File: src/hw/limit_alert_pkg.sv
// limit_alert_pkg: register offsets, bit positions, reset values and channel indices
// for the limit status and alert logic.
// assumes: used only by limit_status_alert_logic; its two leaf modules do not refer to it.

package limit_alert_pkg;

	// ****************************************************************
	// register offsets
	// ****************************************************************
	localparam logic [7:0] status_primary_addr   = 8'h41;
	localparam logic [7:0] status_secondary_addr = 8'h42;
	localparam logic [7:0] mask_primary_addr     = 8'h74;
	localparam logic [7:0] mask_secondary_addr   = 8'h75;
	localparam logic [7:0] config_three_addr     = 8'h78;
	localparam logic [7:0] config_four_addr      = 8'h7d;

	// ****************************************************************
	// primary status / mask bit positions
	// ****************************************************************
	localparam int rail_2v5_bit        = 0;
	localparam int supply_bit          = 2;
	localparam int remote_one_temp_bit = 4;
	localparam int local_temp_bit      = 5;
	localparam int remote_two_temp_bit = 6;
	localparam int summary_bit         = 7;

	// ****************************************************************
	// secondary status / mask bit positions
	// ****************************************************************
	localparam int overtemp_bit         = 1;
	localparam int first_fan_bit        = 2;
	localparam int second_fan_bit       = 3;
	localparam int third_fan_bit        = 4;
	localparam int fourth_fan_timer_bit = 5;
	localparam int diode_one_bit        = 6;
	localparam int diode_two_bit        = 7;

	// ****************************************************************
	// configuration bit positions
	// ****************************************************************
	localparam int alert_pin_enable_bit = 0;
	localparam int thermal_enable_bit   = 1;

	// ****************************************************************
	// implemented bits and reset values
	// ****************************************************************
	localparam logic [7:0] primary_used_bits   = 8'hf5;
	localparam logic [7:0] secondary_used_bits = 8'hfe;
	localparam logic [7:0] mask_reset          = 8'h00;
	localparam logic [7:0] config_reset        = 8'h00;
	localparam logic [7:0] unmapped_read_value = 8'h00;

	// ****************************************************************
	// channel indices and widths
	// ****************************************************************
	localparam int analog_channels = 5;
	localparam int fan_channels    = 4;
	localparam int analog_width    = 8;
	localparam int tach_width      = 16;
	localparam int ch_rail_2v5     = 0;
	localparam int ch_supply       = 1;
	localparam int ch_remote_one   = 2;
	localparam int ch_local        = 3;
	localparam int ch_remote_two   = 4;

endpackage : limit_alert_pkg

File: src/hw/limit_compare.sv
// limit_compare: holds the result of the latest limit comparison of one channel.
// assumes: value and limits are stable in the cycle sample is high, same clock.

`timescale 1ns/1ps
`default_nettype none

module limit_compare #(
	parameter int WIDTH   = 8,
	parameter bit HAS_LOW = 1'b1
) (
	// clock and reset
	input  wire logic             clk,
	input  wire logic             nrst,
	// measurement
	input  wire logic             sample,
	input  wire logic [WIDTH-1:0] value,
	input  wire logic [WIDTH-1:0] low_limit,
	input  wire logic [WIDTH-1:0] high_limit,
	// result
	output logic                  out_of_limit
);

	// ****************************************************************
	// elaboration check
	// ****************************************************************
	if (WIDTH < 1 || WIDTH > 32)
	begin : g_bad_width
		$error("limit_compare: WIDTH must lie in 1..32");
	end

	logic out_of_limit_ff;
	logic nxt_out_of_limit;

	// high limit is strictly greater, low limit includes equality
	always_comb
	begin
		nxt_out_of_limit = out_of_limit_ff;
		if (sample)
		begin
			nxt_out_of_limit = (value > high_limit) ||
				(HAS_LOW && (value <= low_limit));
		end
	end

	// result stands until the next measurement of this channel
	always_ff @(posedge clk)
	begin
		if (!nrst)
			out_of_limit_ff <= 1'b0;
		else
			out_of_limit_ff <= nxt_out_of_limit;
	end

	assign out_of_limit = out_of_limit_ff;

endmodule : limit_compare

`default_nettype wire

File: src/hw/limit_status_alert_logic.sv
// limit_status_alert_logic: limit comparison results, sticky status, masks and alert pins.
// assumes: an smbus slave elsewhere turns register reads and writes into one-cycle strobes;
// measurements, limits and fault levels come from logic on the same clock.
//
// Function
// - a flag becomes 1 when the latest comparison of its channel is out of limits
// - primary bit 7 reads 1 while any secondary flag is set
// - primary layout: remote two 6, local 5, remote one 4, supply 2, rail 0
// - secondary bits 4, 3, 2 flag third, second, first fan slow
// - secondary bits 7 and 6 flag second and first diode faults
// - secondary bit 5 flags fourth fan slow or thermal timer limit
// - secondary bit 1 flags any overtemperature limit exceeded
// - flags are sticky until read after their cause has gone
// - a status read clears only flags whose cause is gone
// - alert stays low while an unmasked reading is bad and until read
// - a mask bit blocks only the alert, never the flag
// - primary mask mirrors primary status; bit 7 masks every secondary source
// - secondary mask mirrors secondary status; bit 5 covers fan or thermal
// - after reset no pin acts as alert output
// - config four bit 0 turns the rail input pin into the alert
// - config three bit 0 turns the other pin into the alert
// - high limit compares greater than, low limit less than or equal
// - fan flags rise when the 16-bit tach period exceeds its limit

`timescale 1ns/1ps
`default_nettype none

module limit_status_alert_logic #(
	parameter int ANALOG_CHANNELS = limit_alert_pkg::analog_channels,
	parameter int FAN_CHANNELS    = limit_alert_pkg::fan_channels
) (
	// clock and reset
	input  wire logic                                   clk,
	input  wire logic                                   nrst,
	// register access from the serial interface
	input  wire logic [7:0]                             reg_addr,
	input  wire logic                                   reg_wr,
	input  wire logic [7:0]                             reg_wdata,
	input  wire logic                                   reg_rd,
	output logic      [7:0]                             reg_rdata,
	output logic                                        reg_ack,
	// analog measurements: rail, supply, remote one, local, remote two
	input  wire logic [ANALOG_CHANNELS-1:0]             analog_sample,
	input  wire logic [ANALOG_CHANNELS-1:0][7:0]        analog_value,
	input  wire logic [ANALOG_CHANNELS-1:0][7:0]        analog_low_limit,
	input  wire logic [ANALOG_CHANNELS-1:0][7:0]        analog_high_limit,
	// fan tachometer periods and their limits
	input  wire logic [FAN_CHANNELS-1:0]                tach_sample,
	input  wire logic [FAN_CHANNELS-1:0][15:0]          tach_period,
	input  wire logic [FAN_CHANNELS-1:0][15:0]          tach_limit,
	// fault levels
	input  wire logic                                   diode_one_fault,
	input  wire logic                                   diode_two_fault,
	input  wire logic                                   overtemp_cond,
	input  wire logic                                   thermal_timer_limit_hit,
	// alert pins, open drain
	output logic                                        rail_pin_out,
	output logic                                        rail_pin_oe,
	output logic                                        other_pin_out,
	output logic                                        other_pin_oe,
	// configuration towards the rest of the chip
	output logic      [7:0]                             config_three_value,
	output logic      [7:0]                             config_four_value,
	output logic                                        thermal_pin_mode
);

	// ****************************************************************
	// elaboration checks
	// ****************************************************************
	if (ANALOG_CHANNELS != limit_alert_pkg::analog_channels ||
		FAN_CHANNELS != limit_alert_pkg::fan_channels)
	begin : g_bad_layout
		$error("limit_status_alert_logic: status layout serves five analog channels, four fans");
	end

	// ****************************************************************
	// configuration and mask registers
	// ****************************************************************
	logic [7:0] alert_mask_primary_ff;
	logic [7:0] alert_mask_secondary_ff;
	logic [7:0] config_three_ff;
	logic [7:0] config_four_ff;
	logic       wr_mask_primary;
	logic       wr_mask_secondary;
	logic       wr_config_three;
	logic       wr_config_four;

	assign wr_mask_primary   = reg_wr && (reg_addr == limit_alert_pkg::mask_primary_addr);
	assign wr_mask_secondary = reg_wr && (reg_addr == limit_alert_pkg::mask_secondary_addr);
	assign wr_config_three   = reg_wr && (reg_addr == limit_alert_pkg::config_three_addr);
	assign wr_config_four    = reg_wr && (reg_addr == limit_alert_pkg::config_four_addr);

	always_ff @(posedge clk)
	begin
		if (!nrst)
		begin
			alert_mask_primary_ff   <= limit_alert_pkg::mask_reset;
			alert_mask_secondary_ff <= limit_alert_pkg::mask_reset;
			// alert function stays off until software sets an enable bit
			config_three_ff         <= limit_alert_pkg::config_reset;
			config_four_ff          <= limit_alert_pkg::config_reset;
		end
		else
		begin
			if (wr_mask_primary)
				alert_mask_primary_ff <= reg_wdata & limit_alert_pkg::primary_used_bits;
			if (wr_mask_secondary)
				alert_mask_secondary_ff <= reg_wdata & limit_alert_pkg::secondary_used_bits;
			if (wr_config_three)
				config_three_ff <= reg_wdata;
			if (wr_config_four)
				config_four_ff <= reg_wdata;
		end
	end

	logic alert_on_rail_pin_enable;
	logic alert_on_other_pin_enable;

	assign alert_on_rail_pin_enable  = config_four_ff[limit_alert_pkg::alert_pin_enable_bit];
	assign alert_on_other_pin_enable = config_three_ff[limit_alert_pkg::alert_pin_enable_bit];
	assign thermal_pin_mode          = config_three_ff[limit_alert_pkg::thermal_enable_bit];
	assign config_three_value        = config_three_ff;
	assign config_four_value         = config_four_ff;

	// ****************************************************************
	// limit comparisons
	// ****************************************************************
	logic [ANALOG_CHANNELS-1:0] analog_take;
	logic [ANALOG_CHANNELS-1:0] analog_ool;
	logic [FAN_CHANNELS-1:0]    fan_slow;

	// a rail pin given over to the alert no longer measures, so its
	// stale result must not be refreshed
	always_comb
	begin
		analog_take = analog_sample;
		analog_take[limit_alert_pkg::ch_rail_2v5] =
			analog_sample[limit_alert_pkg::ch_rail_2v5] & ~alert_on_rail_pin_enable;
	end

	for (genvar a = 0; a < ANALOG_CHANNELS; a++)
	begin : g_analog
		limit_compare #(
			.WIDTH   (limit_alert_pkg::analog_width),
			.HAS_LOW (1'b1)
		) u_cmp (
			.clk          (clk),
			.nrst         (nrst),
			.sample       (analog_take[a]),
			.value        (analog_value[a]),
			.low_limit    (analog_low_limit[a]),
			.high_limit   (analog_high_limit[a]),
			.out_of_limit (analog_ool[a])
		);
	end

	// fans have only an upper period limit: long period means slow or stalled
	for (genvar f = 0; f < FAN_CHANNELS; f++)
	begin : g_fan
		limit_compare #(
			.WIDTH   (limit_alert_pkg::tach_width),
			.HAS_LOW (1'b0)
		) u_cmp (
			.clk          (clk),
			.nrst         (nrst),
			.sample       (tach_sample[f]),
			.value        (tach_period[f]),
			.low_limit    ('0),
			.high_limit   (tach_limit[f]),
			.out_of_limit (fan_slow[f])
		);
	end

	// ****************************************************************
	// status sources
	// ****************************************************************
	logic [7:0] primary_cond;
	logic [7:0] secondary_cond;
	logic       fourth_fan_or_timer_cond;

	// fourth tach pin serves either the fan or the thermal timer
	assign fourth_fan_or_timer_cond = thermal_pin_mode ? thermal_timer_limit_hit : fan_slow[3];

	always_comb
	begin
		primary_cond = 8'h00;
		primary_cond[limit_alert_pkg::rail_2v5_bit] =
			analog_ool[limit_alert_pkg::ch_rail_2v5];
		primary_cond[limit_alert_pkg::supply_bit] =
			analog_ool[limit_alert_pkg::ch_supply];
		primary_cond[limit_alert_pkg::remote_one_temp_bit] =
			analog_ool[limit_alert_pkg::ch_remote_one];
		primary_cond[limit_alert_pkg::local_temp_bit] =
			analog_ool[limit_alert_pkg::ch_local];
		primary_cond[limit_alert_pkg::remote_two_temp_bit] =
			analog_ool[limit_alert_pkg::ch_remote_two];
	end

	always_comb
	begin
		secondary_cond = 8'h00;
		secondary_cond[limit_alert_pkg::overtemp_bit]         = overtemp_cond;
		secondary_cond[limit_alert_pkg::first_fan_bit]        = fan_slow[0];
		secondary_cond[limit_alert_pkg::second_fan_bit]       = fan_slow[1];
		secondary_cond[limit_alert_pkg::third_fan_bit]        = fan_slow[2];
		secondary_cond[limit_alert_pkg::fourth_fan_timer_bit] = fourth_fan_or_timer_cond;
		secondary_cond[limit_alert_pkg::diode_one_bit]        = diode_one_fault;
		secondary_cond[limit_alert_pkg::diode_two_bit]        = diode_two_fault;
	end

	// ****************************************************************
	// sticky status registers
	// ****************************************************************
	logic       rd_status_primary;
	logic       rd_status_secondary;
	logic [7:0] primary_flags;
	logic [7:0] secondary_flags;
	logic       secondary_flag_summary;
	logic [7:0] limit_status_primary;

	assign rd_status_primary   = reg_rd && (reg_addr == limit_alert_pkg::status_primary_addr);
	assign rd_status_secondary = reg_rd && (reg_addr == limit_alert_pkg::status_secondary_addr);

	// summary is derived, not stored; reading either register never drops it early
	sticky_flag_bank #(
		.WIDTH (8),
		.USED  (limit_alert_pkg::primary_used_bits & 8'h7f)
	) u_primary (
		.clk        (clk),
		.nrst       (nrst),
		.cond       (primary_cond),
		.read_clear (rd_status_primary),
		.flags      (primary_flags)
	);

	sticky_flag_bank #(
		.WIDTH (8),
		.USED  (limit_alert_pkg::secondary_used_bits)
	) u_secondary (
		.clk        (clk),
		.nrst       (nrst),
		.cond       (secondary_cond),
		.read_clear (rd_status_secondary),
		.flags      (secondary_flags)
	);

	assign secondary_flag_summary = |secondary_flags;

	always_comb
	begin
		limit_status_primary = primary_flags;
		limit_status_primary[limit_alert_pkg::summary_bit] = secondary_flag_summary;
	end

	// ****************************************************************
	// alert generation
	// ****************************************************************
	logic alert_primary_src;
	logic alert_secondary_src;
	logic nxt_alert;
	logic rail_pin_oe_ff;
	logic other_pin_oe_ff;

	// masks act on the alert only; the flags above never see them
	assign alert_primary_src = |(primary_flags & ~alert_mask_primary_ff);
	assign alert_secondary_src = ~alert_mask_primary_ff[limit_alert_pkg::summary_bit] &
		(|(secondary_flags & ~alert_mask_secondary_ff));
	assign nxt_alert = alert_primary_src | alert_secondary_src;

	always_ff @(posedge clk)
	begin
		if (!nrst)
		begin
			rail_pin_oe_ff  <= 1'b0;
			other_pin_oe_ff <= 1'b0;
		end
		else
		begin
			rail_pin_oe_ff  <= nxt_alert & alert_on_rail_pin_enable;
			other_pin_oe_ff <= nxt_alert & alert_on_other_pin_enable;
		end
	end

	// open drain: the pin is only ever pulled low
	assign rail_pin_out  = 1'b0;
	assign other_pin_out = 1'b0;
	assign rail_pin_oe   = rail_pin_oe_ff;
	assign other_pin_oe  = other_pin_oe_ff;

	// ****************************************************************
	// register read path
	// ****************************************************************
	logic [7:0] nxt_rdata;
	logic [7:0] reg_rdata_ff;
	logic       reg_ack_ff;

	// flags are sampled before the clear of the same read takes effect
	always_comb
	begin
		unique case (reg_addr)
			limit_alert_pkg::status_primary_addr:   nxt_rdata = limit_status_primary;
			limit_alert_pkg::status_secondary_addr: nxt_rdata = secondary_flags;
			limit_alert_pkg::mask_primary_addr:     nxt_rdata = alert_mask_primary_ff;
			limit_alert_pkg::mask_secondary_addr:   nxt_rdata = alert_mask_secondary_ff;
			limit_alert_pkg::config_three_addr:     nxt_rdata = config_three_ff;
			limit_alert_pkg::config_four_addr:      nxt_rdata = config_four_ff;
			default:                                nxt_rdata = limit_alert_pkg::unmapped_read_value;
		endcase
	end

	always_ff @(posedge clk)
	begin
		if (!nrst)
			reg_rdata_ff <= 8'h00;
		else if (reg_rd)
			reg_rdata_ff <= nxt_rdata;
	end

	// writes to status offsets are acknowledged and dropped
	always_ff @(posedge clk)
	begin
		if (!nrst)
			reg_ack_ff <= 1'b0;
		else
			reg_ack_ff <= reg_rd | reg_wr;
	end

	assign reg_rdata = reg_rdata_ff;
	assign reg_ack   = reg_ack_ff;

endmodule : limit_status_alert_logic

`default_nettype wire

File: src/hw/sticky_flag_bank.sv
// sticky_flag_bank: one status register of sticky flags, cleared by read.
// assumes: cond is a level from same-clock logic; read_clear is a one-cycle strobe.

`timescale 1ns/1ps
`default_nettype none

module sticky_flag_bank #(
	parameter int               WIDTH = 8,
	parameter logic [WIDTH-1:0] USED  = '1
) (
	// clock and reset
	input  wire logic             clk,
	input  wire logic             nrst,
	// sources
	input  wire logic [WIDTH-1:0] cond,
	input  wire logic             read_clear,
	// flags
	output logic      [WIDTH-1:0] flags
);

	if (WIDTH < 1)
	begin : g_bad_width
		$error("sticky_flag_bank: WIDTH must be at least 1");
	end

	// ****************************************************************
	// one flop per implemented bit
	// ****************************************************************
	for (genvar i = 0; i < WIDTH; i++)
	begin : g_bit
		if (USED[i])
		begin : g_flag
			logic flag_ff;
			logic nxt_flag;
			// a live condition wins over the clear of the same read
			assign nxt_flag = cond[i] | (flag_ff & ~read_clear);
			always_ff @(posedge clk)
			begin
				if (!nrst)
					flag_ff <= 1'b0;
				else
					flag_ff <= nxt_flag;
			end
			assign flags[i] = flag_ff;
		end
		else
		begin : g_unused
			assign flags[i] = 1'b0;
		end
	end

endmodule : sticky_flag_bank

`default_nettype wire

File: config.mk
export PLATFORM = sky130hd
export DESIGN_NAME = limit_status_alert_logic
export DESIGN_NICKNAME = d
export VERILOG_FILES = /design/src/hw/limit_alert_pkg.sv /design/src/hw/limit_compare.sv /design/src/hw/limit_status_alert_logic.sv /design/src/hw/sticky_flag_bank.sv
export SDC_FILE = /design/constraint.sdc
export NUM_CORES = 1
export LEC_CHECK = 0
export ABC_CLOCK_PERIOD_IN_PS = 2400
export BUFFER_PORTS_ARGS = -buffer_cell sky130_fd_sc_hd__buf_2
export CORE_AREA = 2 2 122 124
export CTS_CLUSTER_DIAMETER = 80
export DETAILED_ROUTE_END_ITERATION = 10
export DIE_AREA = 0 0 124 126
export GPL_TIMING_DRIVEN = 0
export PLACE_DENSITY = 0.78
export SYNTH_ARGS = -nofsm -noshare
export SYNTH_HDL_FRONTEND = slang
export SYNTH_SLANG_ARGS = --single-unit
File: constraint.sdc
create_clock -name clk -period 2.4 [get_ports clk]
set_input_delay 0.12 -clock clk [delete_from_list [all_inputs] [get_ports clk]]
set_output_delay 0.12 -clock clk [all_outputs]
set_load 0.02 [all_outputs]
==> reports/metrics.cfg <==
[clock_network]
clock-root-buffer=clkbuf_16
ctsHoldBuffers=0
insertion_delay_ns=0.32
cts.clk_slew.worst_paths_ns=0.05
tritoncts=built
cts.sinks=61
cts_inserted_buffers=9
htree_levels=3
post_cts_resized=0
clock_path_buffers=2
post-cts-setup-buffers=0

[synth]
yosys-top-cells-area=ha_1, dfxtp_1, inv_1, a21oi_1, nor2b_1
synth_edf_count=0
yosysUniqueCellTypes=50
synth_top_cell_area_share=0.2850
synth_top_area_cell=ha_1
synthFlopType=dfxtp_1
ys_seq_area_frac=0.1932
syn_avg_cell_area_um2=7.991
ys_ff_latch=61
synthCells=791
yosysWarnings=0
async_reset_ff_frac=0
netlist_area_mm2=0.006321

[power_and_ir_drop]
power_density_mw_per_mm2=378.7
irDropWorstVdd_uv=352.9
leakagePower_nw=4.552

[finish]
syn2layout_area_growth_pct=32.22
final_cells=1297
fin_nets=1535
drive_gt1_frac=0.3055
final_common_cell=buf_2
antenna_cells=0
layout_common_cells=buf_2, inv_1, ha_1
nFillCells=1282

[placement]
port_buffers=307
dp_hpwl_um=15420
dpl.cell_count=1283
gp_congestion=0.8478

[sta]
maxSlewViolCount=0
max_freq_mhz=642.4
tightest_slew_ns=0.5787
period_share=0.6486
setup_viol=0
hold_viol=0
rsz0062_at_grt=no
max_slew_margin=0.6142
finalSetupTns_ns=0
period_minus_slack_ns=1.557
finClkSkew_ns=0.003560

[worst_setup_path]
path_class=input port to register
worstPathRequired_ns=2.61
worstPathArrival_ns=1.77
cp-end-kind=register
startpoint_type=input port
cp_max_fo=10

[floorplanning]
die_y_um=126
initial_core_util=0.4416
core-area_mm2=0.01431
die_w_um=124
io-pin-count=311
row_count=44
dieArea_mm2=0.01562

[global_route]
antenna_found_initial=1
grt_pass1_vias=6381
track_usage=0.2197
overflow=0
grt_pass1_wl_um=27740
grt_max_degree=11

[job]
drv_cap=0

[route]
num_vias=6641
post_drt_wl_per_cell_um=13.63
drt_first_pass_iters=4
drtIter0Drc=195
drc_errors=0
routed_via_density=5.120
drtAntennaViolNets=0
routed_wl_um=17670

[status]
outcome=complete, no violations

[hold_path]
hold_class=input port to register

[state kept, by name (all words and copies together), names as in the netlist]
register,count
g_fan.u_cmp.out_of_limit,4
reg_ack,1
u_secondary.g_bit.g_flag.flag_ff,7
config_three_value,8
g_analog.u_cmp.out_of_limit,5
reg_rdata,8
alert_mask_primary_ff,6
rail_pin_oe,1
other_pin_oe,1
alert_mask_secondary_ff,7
u_primary.g_bit.g_flag.flag_ff,5
config_four_value,8
[layout make-up]
class / count / area [um2] / area share
clock inverter: 2 / 10.01 / 0.001198
multi-input combinational: 550 / 4395 / 0.5259
clock buffer: 12 / 256.5 / 0.03069
buffer: 22 / 111.4 / 0.01332
inverter: 159 / 596.8 / 0.07141
tap: 184 / 230.2 / 0.02754
timing repair buffer: 307 / 1536 / 0.1838
sequential: 61 / 1221 / 0.1461
[per-layer routing]
layer,vias to the layer above,track usage,part of all wire
met5,-,0,0.00074
met4,2,0.07535,0.023
met3,30,0.04303,0.078
met2,236,0.4166,0.50
met1,2942,0.2379,0.39
li1,3431,-,-
[critical path, stage by stage]
cell and delay (ns):
buf_2 0.09, nand2b_1 0.29, nor3_2 0.34, buf_4 0.23, and3_1 0.17, buf_2 0.23
mux2i_1 0.23, nor2b_1 0.06
[power breakdown]
group          leakage, nW  internal (mW)  switching, mW
registers            0.498           1.05         0.0326
clock network        0.134          0.737          0.416
logic                 3.92          0.468          0.458
total                 4.55           2.26          0.906
[worst paths after layout]
check	start	to	slack, ns	depth (start not counted)
max	reg_addr[7]	alert_mask_primary_ff[7]	0.84	8
max reg2reg	alert_mask_primary_ff[4]	other_pin_oe	0.87	5
min	diode_one_fault	u_secondary.g_bit[6].g_flag.flag_ff	0.03	3
min reg2reg	config_three_value[0]	other_pin_oe	0.48	2
[kinds of logic after synthesis]
kind of cell             after synthesis  synth area share
AO/OA/AOI/OAI                        199            0.1972
XOR/XNOR                               1          0.001386
adder cells (fa/ha/maj)              144            0.2850
buffers and inverters                181            0.1120
flip-flops                            61            0.1932
multiplexers                          35           0.05542
other                                  1         0.0005933
AND/OR/NAND/NOR                      169            0.1552
[cells in the mapped netlist (all sizes together) (2+ instances only)]
library cell / count
inv: 159
o21a: 3
clkbuf: 12
a22oi: 2
ha: 144
nand2: 30
nor2b: 58
a21o: 8
a21boi: 4
o221ai: 2
a211oi: 2
buf: 10
o21ai: 32
a21oi: 87
nor4: 3
o211ai: 19
nor2: 11
and3: 6
a31oi: 8
a222oi: 2
or4: 2
a32o: 3
nand4: 29
a221oi: 4
a22o: 13
o221a: 3
mux2i: 35
dfxtp: 61
nand3: 20
and4: 4
o32ai: 3
[through the flow]
step | power, mW | util | instance area (um2) | setup slack [ns] | hold slack, ns
5_1_grt | 3.391 | 0.5839 | 8358 | 0.6857 | 0.04193
2_1_floorplan | 1.626 | - | 6325 | 0.9817 | 0.2302
6_report | 3.165 | 0.5839 | 8358 | 0.8433 | 0.03292
3_5_place_dp | 2.031 | 0.5653 | 8092 | 0.5566 | 0.3587
4_1_cts | 3.196 | 0.5839 | 8358 | 0.8458 | 0.02263
3_3_place_gp | 2.001 | 0.5653 | 8092 | 0.5687 | 0.3470
Power figures use the tool's default switching activity.
